<file path="src/verilog/spf_params.svh">
// Constants shared by the packet stream source and sink ends.
// Assumes inclusion by bare name from files under verilog/.
`ifndef SPF_PARAMS_SVH
`define SPF_PARAMS_SVH
`define SPF_BITS_IN_EACH_SYMBOL 8
`define SPF_SYMBOLS_IN_EACH_BEAT 4
`define SPF_READY_LEAD_CYCLES 0
`define SPF_MAX_LEAD 8
`define SPF_APB_ADDR_W 12
`define SPF_REG_CTRL 12'h000
`define SPF_REG_DATA 12'h004
`define SPF_REG_STATUS 12'h008
`define SPF_REG_COUNT 12'h00C
`define SPF_CTRL_SOP_BIT 0
`define SPF_CTRL_EOP_BIT 1
`define SPF_CTRL_EMPTY_LSB 4
`define SPF_STAT_SRC_BUSY_BIT 0
`define SPF_STAT_IN_PKT_BIT 1
`define SPF_STAT_ERR_BIT 2
`define SPF_STAT_VALID_BIT 3
`define SPF_STAT_SOP_BIT 4
`define SPF_STAT_EOP_BIT 5
`define SPF_STAT_EMPTY_LSB 8
`endif

</file>
<file path="src/verilog/spf_pkg.sv">
// Types shared by both ends of the packet stream link.
// Assumes spf_params.svh is reachable on the include path.
`default_nettype none
package spf_pkg;
  typedef enum logic [1:0] {
    spf_idle,
    spf_in_packet
  } spf_pkt_state_type;
endpackage
`default_nettype wire

</file>
<file path="src/verilog/spf_link_if.sv">
// Packet stream link between a source end and a sink end.
// Assumes both ends share pclk; no clocking block.
`default_nettype none
interface spf_link_if #(
  parameter int DATA_W = 32,
  parameter int EMPTY_W = 2
) (
  input wire logic pclk
);
  logic valid;
  logic ready;
  logic [DATA_W-1:0] data;
  logic startofpacket;
  logic endofpacket;
  logic [EMPTY_W-1:0] empty;
  modport source (
    input pclk,
    input ready,
    output valid,
    output data,
    output startofpacket,
    output endofpacket,
    output empty
  );
  modport sink (
    input pclk,
    input valid,
    input data,
    input startofpacket,
    input endofpacket,
    input empty,
    output ready
  );
endinterface
`default_nettype wire

</file>
<file path="src/verilog/spf_source.sv">
// Packet stream source end: software loads beats over APB, a two-entry buffer feeds the link.
// Assumes an APB master on pclk and a sink end on the link interface.
//
// The address map and the APB register port were decided locally.
`default_nettype none
`include "spf_params.svh"
module spf_source #(
  parameter int SYMS = `SPF_SYMBOLS_IN_EACH_BEAT,
  parameter int SYM_W = `SPF_BITS_IN_EACH_SYMBOL,
  parameter int LEAD = `SPF_READY_LEAD_CYCLES
) (
  input wire logic pclk,
  input wire logic presetn,
  spf_link_if.source link,
  input wire logic psel,
  input wire logic penable,
  input wire logic pwrite,
  input wire logic [`SPF_APB_ADDR_W-1:0] paddr,
  input wire logic [31:0] pwdata,
  output logic [31:0] prdata,
  output logic pready,
  output logic pslverr
);
  import spf_pkg::*;
  localparam int DW = SYMS * SYM_W;
  localparam int EW = (SYMS > 1) ? $clog2(SYMS) : 1;
  localparam int BW = DW + EW + 2;
  // Control register: sideband for the next beat, applied when DATA is written.
  logic ctl_sop_q, ctl_eop_q;
  logic [EW-1:0] ctl_empty_q;
  // Two-entry buffer; the APB write stalls while it is full.
  logic [BW-1:0] buf_q [2];
  logic wptr_q, rptr_q;
  logic [1:0] cnt_q;
  logic valid_q;
  logic [BW-1:0] beat_q;
  logic err_q;
  spf_pkt_state_type st_q;
  logic [15:0] sent_q;
  logic [31:0] prdata_q;
  logic pready_q, pslverr_q;
  wire acc = psel && penable && !pready_q;
  wire sel_ctrl = paddr == `SPF_REG_CTRL;
  wire sel_data = paddr == `SPF_REG_DATA;
  wire sel_stat = paddr == `SPF_REG_STATUS;
  wire sel_cnt = paddr == `SPF_REG_COUNT;
  wire unmapped = !(sel_ctrl || sel_data || sel_stat || sel_cnt);
  wire buf_full = cnt_q == 2'h2;
  wire buf_empty = cnt_q == 2'h0;
  wire data_wr = acc && pwrite && sel_data;
  // A full buffer holds the write in its access phase instead of refusing it, so no beat is lost.
  wire stall = data_wr && buf_full;
  // Beats that would open a packet inside another one are dropped and flagged.
  wire pend_in_pkt = st_q == spf_in_packet;
  wire push = data_wr && !buf_full;
  wire [BW-1:0] push_word = {ctl_sop_q, ctl_eop_q, ctl_empty_q, pwdata[DW-1:0]};
  wire [BW-1:0] head = buf_q[rptr_q];
  wire head_sop = head[BW-1];
  wire head_eop = head[BW-2];
  wire head_bad = head_sop && pend_in_pkt;
  // With zero lead a beat is held until ready; otherwise one beat per ready cycle.
  // The next cycle is a ready cycle when ready was high lead minus one cycles ago.
  // Valid is registered one edge ahead, so it lands exactly on that ready cycle.
  logic ready_cycle;
  if (LEAD < 2) begin : g_rdy_now
    assign ready_cycle = link.ready;
  end else begin : g_rdy_late
    logic [LEAD-2:0] rdy_pipe_q;
    always_ff @(posedge pclk or negedge presetn) begin
      if (!presetn) begin
        rdy_pipe_q <= '0;
      end else begin
        rdy_pipe_q <= (LEAD-1)'({rdy_pipe_q, link.ready});
      end
    end
    assign ready_cycle = rdy_pipe_q[LEAD-2];
  end
  wire hold = (LEAD == 0) && valid_q && !link.ready;
  wire ready_cycle_ok = (LEAD == 0) ? 1'b1 : ready_cycle;
  wire fire = !hold && ready_cycle_ok && !buf_empty && !head_bad;
  wire drop = !hold && !buf_empty && head_bad;
  wire pop = fire || drop;
  logic [31:0] stat_w;
  logic [31:0] ctrl_w;
  // Busy stays high until the last beat has left the link, not just the buffer.
  always_comb begin
    stat_w = 32'h0000_0000;
    stat_w[`SPF_STAT_SRC_BUSY_BIT] = !buf_empty || valid_q;
    stat_w[`SPF_STAT_IN_PKT_BIT] = pend_in_pkt;
    stat_w[`SPF_STAT_ERR_BIT] = err_q;
  end
  always_comb begin
    ctrl_w = 32'h0000_0000;
    ctrl_w[`SPF_CTRL_SOP_BIT] = ctl_sop_q;
    ctrl_w[`SPF_CTRL_EOP_BIT] = ctl_eop_q;
    ctrl_w[`SPF_CTRL_EMPTY_LSB +: EW] = ctl_empty_q;
  end
  wire [31:0] rd_w = sel_ctrl ? ctrl_w : sel_stat ? stat_w : sel_cnt ? {16'h0000, sent_q} : 32'h0000_0000;
  // The control fields stay set across beats, so software rewrites them only when they change.
  always_ff @(posedge pclk or negedge presetn) begin
    if (!presetn) begin
      ctl_sop_q <= 1'b0;
      ctl_eop_q <= 1'b0;
      ctl_empty_q <= '0;
    end else if (acc && pwrite && sel_ctrl) begin
      ctl_sop_q <= pwdata[`SPF_CTRL_SOP_BIT];
      ctl_eop_q <= pwdata[`SPF_CTRL_EOP_BIT];
      ctl_empty_q <= pwdata[`SPF_CTRL_EMPTY_LSB +: EW];
    end
  end
  // One flip-flop slot per entry, written only when the write pointer names it.
  for (genvar e = 0; e < 2; e++) begin : g_slot
    always_ff @(posedge pclk or negedge presetn) begin
      if (!presetn) begin
        buf_q[e] <= '0;
      end else if (push && wptr_q == 1'(e)) begin
        buf_q[e] <= push_word;
      end
    end
  end
  always_ff @(posedge pclk or negedge presetn) begin
    if (!presetn) begin
      wptr_q <= 1'b0;
      rptr_q <= 1'b0;
      cnt_q <= 2'h0;
    end else begin
      if (push) begin
        wptr_q <= !wptr_q;
      end
      if (pop) begin
        rptr_q <= !rptr_q;
      end
      cnt_q <= cnt_q + 2'(push) - 2'(pop);
    end
  end
  always_ff @(posedge pclk or negedge presetn) begin
    if (!presetn) begin
      valid_q <= 1'b0;
      beat_q <= '0;
      st_q <= spf_idle;
      sent_q <= 16'h0000;
    end else begin
      if (!hold) begin
        valid_q <= fire;
        if (fire) begin
          beat_q <= head;
          sent_q <= sent_q + 16'h0001;
          // Packet state follows launched beats, so a stalled link still blocks a second start.
          case (st_q)
            spf_idle: st_q <= (head_sop && !head_eop) ? spf_in_packet : spf_idle;
            spf_in_packet: st_q <= head_eop ? spf_idle : spf_in_packet;
            default: st_q <= spf_idle;
          endcase
        end
      end
    end
  end
  // The error flag is sticky: a drop in the same cycle as a software clear wins.
  always_ff @(posedge pclk or negedge presetn) begin
    if (!presetn) begin
      err_q <= 1'b0;
    end else if (drop) begin
      err_q <= 1'b1;
    end else if (acc && pwrite && sel_stat && pwdata[`SPF_STAT_ERR_BIT]) begin
      err_q <= 1'b0;
    end
  end
  // Read data and pready are registered, so every access has one wait state unless it stalls.
  always_ff @(posedge pclk or negedge presetn) begin
    if (!presetn) begin
      prdata_q <= 32'h0000_0000;
      pready_q <= 1'b0;
      pslverr_q <= 1'b0;
    end else begin
      pready_q <= acc && !stall;
      pslverr_q <= acc && !stall && unmapped;
      if (acc && !pwrite) begin
        prdata_q <= rd_w;
      end
    end
  end
  // Every link output comes straight from the launch register.
  assign link.valid = valid_q;
  assign link.data = beat_q[DW-1:0];
  assign link.empty = beat_q[DW +: EW];
  assign link.endofpacket = beat_q[BW-2];
  assign link.startofpacket = beat_q[BW-1];
  assign prdata = prdata_q;
  assign pready = pready_q;
  assign pslverr = pslverr_q;
endmodule
`default_nettype wire
</file>
<file path="src/flat_wrapper.sv">
// flat-port wrapper written by rule: the top's interface ports become plain ports
module spf_source_flat import spf_pkg::*;
#(
  parameter int SYMS = `SPF_SYMBOLS_IN_EACH_BEAT,
  parameter int SYM_W = `SPF_BITS_IN_EACH_SYMBOL,
  parameter int LEAD = `SPF_READY_LEAD_CYCLES
)
  (pclk, presetn, psel, penable, pwrite, paddr, pwdata, prdata, pready, pslverr, link_ready, link_valid, link_data, link_startofpacket, link_endofpacket, link_empty);
  spf_link_if #(.DATA_W(32), .EMPTY_W(2)) link_i (.pclk(pclk));
  input wire logic pclk;
  input wire logic presetn;
  input wire logic psel;
  input wire logic penable;
  input wire logic pwrite;
  input wire logic [`SPF_APB_ADDR_W-1:0] paddr;
  input wire logic [31:0] pwdata;
  output logic [31:0] prdata;
  output logic pready;
  output logic pslverr;
  input wire logic [$bits(link_i.ready)-1:0] link_ready;
  output wire logic [$bits(link_i.valid)-1:0] link_valid;
  output wire logic [$bits(link_i.data)-1:0] link_data;
  output wire logic [$bits(link_i.startofpacket)-1:0] link_startofpacket;
  output wire logic [$bits(link_i.endofpacket)-1:0] link_endofpacket;
  output wire logic [$bits(link_i.empty)-1:0] link_empty;
  assign link_i.ready = link_ready;
  assign link_valid = link_i.valid;
  assign link_data = link_i.data;
  assign link_startofpacket = link_i.startofpacket;
  assign link_endofpacket = link_i.endofpacket;
  assign link_empty = link_i.empty;
  spf_source #(.SYMS(SYMS), .SYM_W(SYM_W), .LEAD(LEAD)) u_core (.pclk(pclk), .presetn(presetn), .link(link_i), .psel(psel), .penable(penable), .pwrite(pwrite), .paddr(paddr), .pwdata(pwdata), .prdata(prdata), .pready(pready), .pslverr(pslverr));
endmodule
</file>
<file path="config.mk">
export PLATFORM = sky130hd
export DESIGN_NAME = spf_source_flat
export DESIGN_NICKNAME = d
export VERILOG_FILES = /design/src/verilog/spf_pkg.sv /design/src/verilog/spf_link_if.sv /design/src/verilog/spf_source.sv /design/src/flat_wrapper.sv
export VERILOG_INCLUDE_DIRS = /design/src /design/src/verilog
export SDC_FILE = /design/constraint.sdc
export NUM_CORES = 1
export LEC_CHECK = 0
export ABC_AREA = 1
export BUFFER_PORTS_ARGS = -buffer_cell sky130_fd_sc_hd__buf_2
export CORE_ASPECT_RATIO = 1.4
export CORE_UTILIZATION = 60
export CTS_BUF_LIST = sky130_fd_sc_hd__clkbuf_4
export DETAILED_ROUTE_END_ITERATION = 8
export PLACE_DENSITY_LB_ADDON = 0.05
export SYNTH_ARGS = -nofsm -noshare
export SYNTH_HDL_FRONTEND = slang
export SYNTH_SLANG_ARGS = --single-unit
</file>
<file path="constraint.sdc">
create_clock -name pclk -period 2.8 [get_ports pclk]
set_input_delay 0.56 -clock pclk [delete_from_list [all_inputs] [get_ports pclk]]
set_output_delay 0.56 -clock pclk [all_outputs]
set_load 0.05 [all_outputs]
</file>
# == Word level (Yosys, flattened, before mapping) ==
# Cells that the tools add are included.
# totals
ff_bits,170
latch_bits,0
ram_bits,0
rom_bits,0
inputBits,50
word_cells,81
memories,0
# classes
addsub,3
multipliers,0
div,0
magnitude_cmp,1
eq_ne,5
shift,0
n_mux,11
n_bitwise,3
n_reduce_logical,42
# op_table
cell,n
$mux W36,3
$mux W32,2
$eq A12 B4 Y1 const B,2
$logic_and A1 B1 Y1,20
$add A16 B1 Y16 const B,1
$mux W16,1
$eq A12 B3 Y1 const B,1
$logic_not A1 Y1,12
$logic_not A12 Y1,1
$logic_or A1 B1 Y1,5
$logic_not A2 Y1,2
$mux W1,4
$pmux W2 S2,1
$add A2 B1 Y2,1
$eq A2 B1 Y1 const B,1
$eq A2 B2 Y1 const B,1
$ge A2 B2 Y1 const B,1
$not A1 Y1,2
$not A1 Y2,1
$reduce_and A2 Y1,1
$reduce_bool A2 Y1,1
$sub A2 B1 Y2,1

# == Longest topological paths before layout ==
# logic_depth
depth_word,9
depth_mapped,10
ltp_nobuf,10

# == Least setup slack after synthesis ==
# No wires, ideal clock.
# synth_path
kind,register to register
from,"reg u_core.pready_q, in the netlist u_core.pready"
to,reg u_core.buf_q[58] (netlist bit)
setup_ns,0.065
t_arrival_ns,1.623
path_slack_ns,1.111
stages_incl_launch_ff,10
n_path_buf,2
period_less_slack_ns,1.689
cell_sequence,dfrtp_1 > inv_1 > nand3_4 > nor2_8 > nand3_2 > nor2_2 > buf_6 > buf_6 > nand3_2 > nand2_1
# synth_between
elab_chain_cells,6
# synth_rtl
element,line_no,source
from (decl),spf_source.sv:41,"logic pready_q, pslverr_q;"
from (signal assigned),spf_source.sv:175,pready_q <= acc && !stall;
$logic_not A1 Y1,spf_source.sv:42,wire acc = psel && penable && !pready_q;
$logic_and A1 B1 Y1,spf_source.sv:42,
$logic_and A1 B1 Y1 (2 in series),spf_source.sv:50,wire data_wr = acc && pwrite && sel_data;
$logic_and A1 B1 Y1,spf_source.sv:55,wire push = data_wr && !buf_full;
$logic_and A1 B1 Y1,spf_source.sv:116,end else if (push && wptr_q == 1'(e)) begin
"to (signal, indexed assignment)",spf_source.sv:117,buf_q[e] <= push_word;
to (decl),spf_source.sv:32,logic [BW-1:0] buf_q [2];
# No other way between the ends.
# A chain may end at the register's enable or synchronous reset.

# == Final worst setup path ==
# layout_path
from,reg u_core.wptr_q
to,reg u_core.buf_q[34] (netlist bit)
# layout_between
elab_chain_cells,1
# layout_rtl
element,line_no,source
from (decl),spf_source.sv:33,"logic wptr_q, rptr_q;"
from (signal assigned),spf_source.sv:128,wptr_q <= !wptr_q;
$logic_and A1 B1 Y1,spf_source.sv:116,
# No other way between the ends.

==> out/metrics.cfg <==
[status]
status=complete, no violations

[worst_setup_path]
cp_data_arrival_time_ns=2.43
crit_required_ns=3.22
setup.worst_path.class=flop to flop
worst_setup_path_start_kind=flop
r2r_slack_ns=0.79
crit_fanout=36
cp-end-kind=flop

[routing]
viasPerCell=5.35
vias=5863
wire_per_inst_um=14.9
routed_wirelength_mm=16.3
drtPass1Iterations=5
drc=0
drtIter0Drc=397
ant_nets=0

[sta]
fin_crit_ns=2.01
tns_ns=0
finalClockSkew_ns=0.0353
maxSlewViolCount=0
finalSetupViolations=0
rsz0062_at_grt=no
hold_violations=0
worstMarginPinSlew_ns=0.767
clock.fmax_mhz=497
fin_crit_sh_pct=71.8
slew_headroom_pct=48.9

[global_route]
grt_pass1_wl_mm=27.2
grt_max_degree=62
first_global_vias=5713
grt.total_usage_pct=28.3
antenna_found_initial=1
grt_remaining_overflow=0

[power]
ir_drop_mv=0.543
power_leakage_nw=4.38
powerDensity_nw_per_um2=845

[cells_and_area]
post-route-util_pct=70.2
syn_to_final_growth_pct=12.4
nets=990
multi_input_area_um2=2820
regArea_um2=3830
fillers=947
drive_gt1_share_pct=18.6

[synth]
synthArstFlopShare_pct=100
ys_types=30
ys.flop_type=dfrtp_1
syn_inst=843
synth_edf_count=0
syn_area_um2=7160
ys_seq_area_share_pct=53.5
syn_area_per_cell_um2=8.49
synth-seq-cells=153
yosysWarnings=0

[floorplanning]
io_pins=121
core_um2=11500
die_h_um=131
rows=46
die-area_um2=12400
die_w_um=94.3
initial_core_util_pct=62.5

[placement]
port_buffers=104
gp_congestion=0.869
dp_hpwl_mm=10.7

[hold_path]
hp-class=input pin to flop

[clock_network]
numCtsBuffers=17
postCtsHoldBufs=1
cts_root_buffer=clkbuf_4
cts_setup_buffers=0
clkTransAtPathRegs_ns=0.13
cts_resized=0
cts_tree=done
clock_latency_ns=0.55
cts_buffer_depth=2
cts.sinks=153
h-tree-depth=4

[flow_run]
drv_cap=0

[cell families (layout without fill, tap and decap cells)]
| family | count (synthesis) | in the layout | share of synthesized area, % |
|---|---|---|---|
| adder cells (fa/ha/maj) | 2 | 2 | 0.350 |
| AND/OR/NAND/NOR | 521 | 521 | 31.1 |
| AO/OA/AOI/OAI | 55 | 55 | 5.54 |
| other | 1 | 17 | 0.0524 |
| XOR/XNOR | 12 | 12 | 1.47 |
| flip-flops | 153 | 153 | 53.5 |
| buffers and inverters | 99 | 192 | 7.99 |
[cells in the mapped netlist, types with 2 or more instances]
| cell | instances | area share (%) |
|---|---|---|
| nand2_1 | 308 | 16 |
| dfrtp_1 | 153 | 53 |
| nor2_1 | 103 | 5.4 |
| nand3_1 | 83 | 5.8 |
| o31ai_1 | 44 | 4.6 |
| inv_1 | 35 | 1.8 |
| buf_4 | 21 | 2.2 |
| buf_6 | 15 | 2.4 |
| clkbuf_1 | 11 | 0.58 |
| nand3_2 | 11 | 1.5 |
| xor2_1 | 11 | 1.3 |
| inv_2 | 8 | 0.42 |
| buf_2 | 7 | 0.49 |
| o21ai_0 | 6 | 0.42 |
| nand4_1 | 4 | 0.35 |
| nor2_2 | 3 | 0.26 |
| nor3_1 | 3 | 0.21 |
| buf_1 | 2 | 0.10 |
| ha_1 | 2 | 0.35 |
| nand4_4 | 2 | 0.59 |
| o211ai_1 | 2 | 0.21 |
[layer usage]
metal	vias to the layer above	wire length (µm)	share of wire, %	GRT usage (%)
met2	192	8210	50	46.6
met4	0	190	1.2	7.44
met1	2799	6920	42	36.8
met5	-	0	0	0
met3	16	982	6.0	7.18
li1	2856	-	-	-
[placed cells by master, fill, tap and decap left out, drive strengths merged, types with 6 or more instances in the layout]
cell / synthesis / final
conb: 1 / 16
clkbuf: 11 / 20
bufinv: 0 / 7
dfrtp: 153 / 153
nand4: 6 / 6
o21ai: 7 / 7
nor2: 108 / 108
inv: 43 / 43
buf: 45 / 116
o31ai: 44 / 44
nand3: 95 / 95
nand2: 308 / 308
xor2: 11 / 11
[worst paths after layout]
path	start	to	depth (start not counted)
min reg2reg	u_core.buf_q[38]	u_core.buf_q[38]	2
max	u_core.wptr_q	u_core.buf_q[34]	3
max reg2reg	u_core.wptr_q	u_core.buf_q[34]	3
min	link_ready	u_core.link.valid	2
min in group asynchronous	presetn	u_core.pslverr	2
max in group asynchronous	presetn	u_core.ctl_empty_q[0]	3
[where the power goes]
part	internal [mW]	switching, mW
logic	0.565	1.74
clock network	1.01	0.776
registers	2.49	0.225
total	4.06	2.74
[state kept, by name, summed over array words and instances, names as in the netlist, 2 cells and up]
name and flops:
u_core.buf_q 72, u_core.beat_q 36, u_core.prdata 16, u_core.sent_q 16
u_core.cnt_q 2, u_core.ctl_empty_q 2
[metrics by stage]
| step | setup slack [ns] | hold slack, ns | instances | cell area, µm² | power [mW] |
|---|---|---|---|---|---|
| 2_1_floorplan | 1.11 | 0.264 | 858 | 7210 | 4.51 |
| 3_3_place_gp | 0.652 | 0.453 | 1062 | 7630 | 4.98 |
| 3_5_place_dp | 0.608 | 0.458 | 1062 | 7630 | 5.05 |
| 4_1_cts | 0.816 | 0.171 | 1095 | 8040 | 6.83 |
| 5_1_grt | 0.706 | 0.172 | 1096 | 8040 | 7.14 |
| 6_report | 0.789 | 0.219 | 1096 | 8040 | 6.80 |
[cell type report]
class	instances	area share (%)
Clock buffer	20	1.87
Multi-Input combinational cell	606	35.1
Antenna cell	1	0.0311
Tap cell	144	2.24
Clock inverter	12	3.07
Sequential cell	153	47.6
Inverter	43	2.01
Timing Repair Buffer	117	8.11
[critical path: stages, from the launching register on]
cell     delay (ns)
dfrtp_1        0.86
nand4_4        0.71
nand2_1        0.24
nand2_1        0.07
Power figures use the tool's default switching activity.
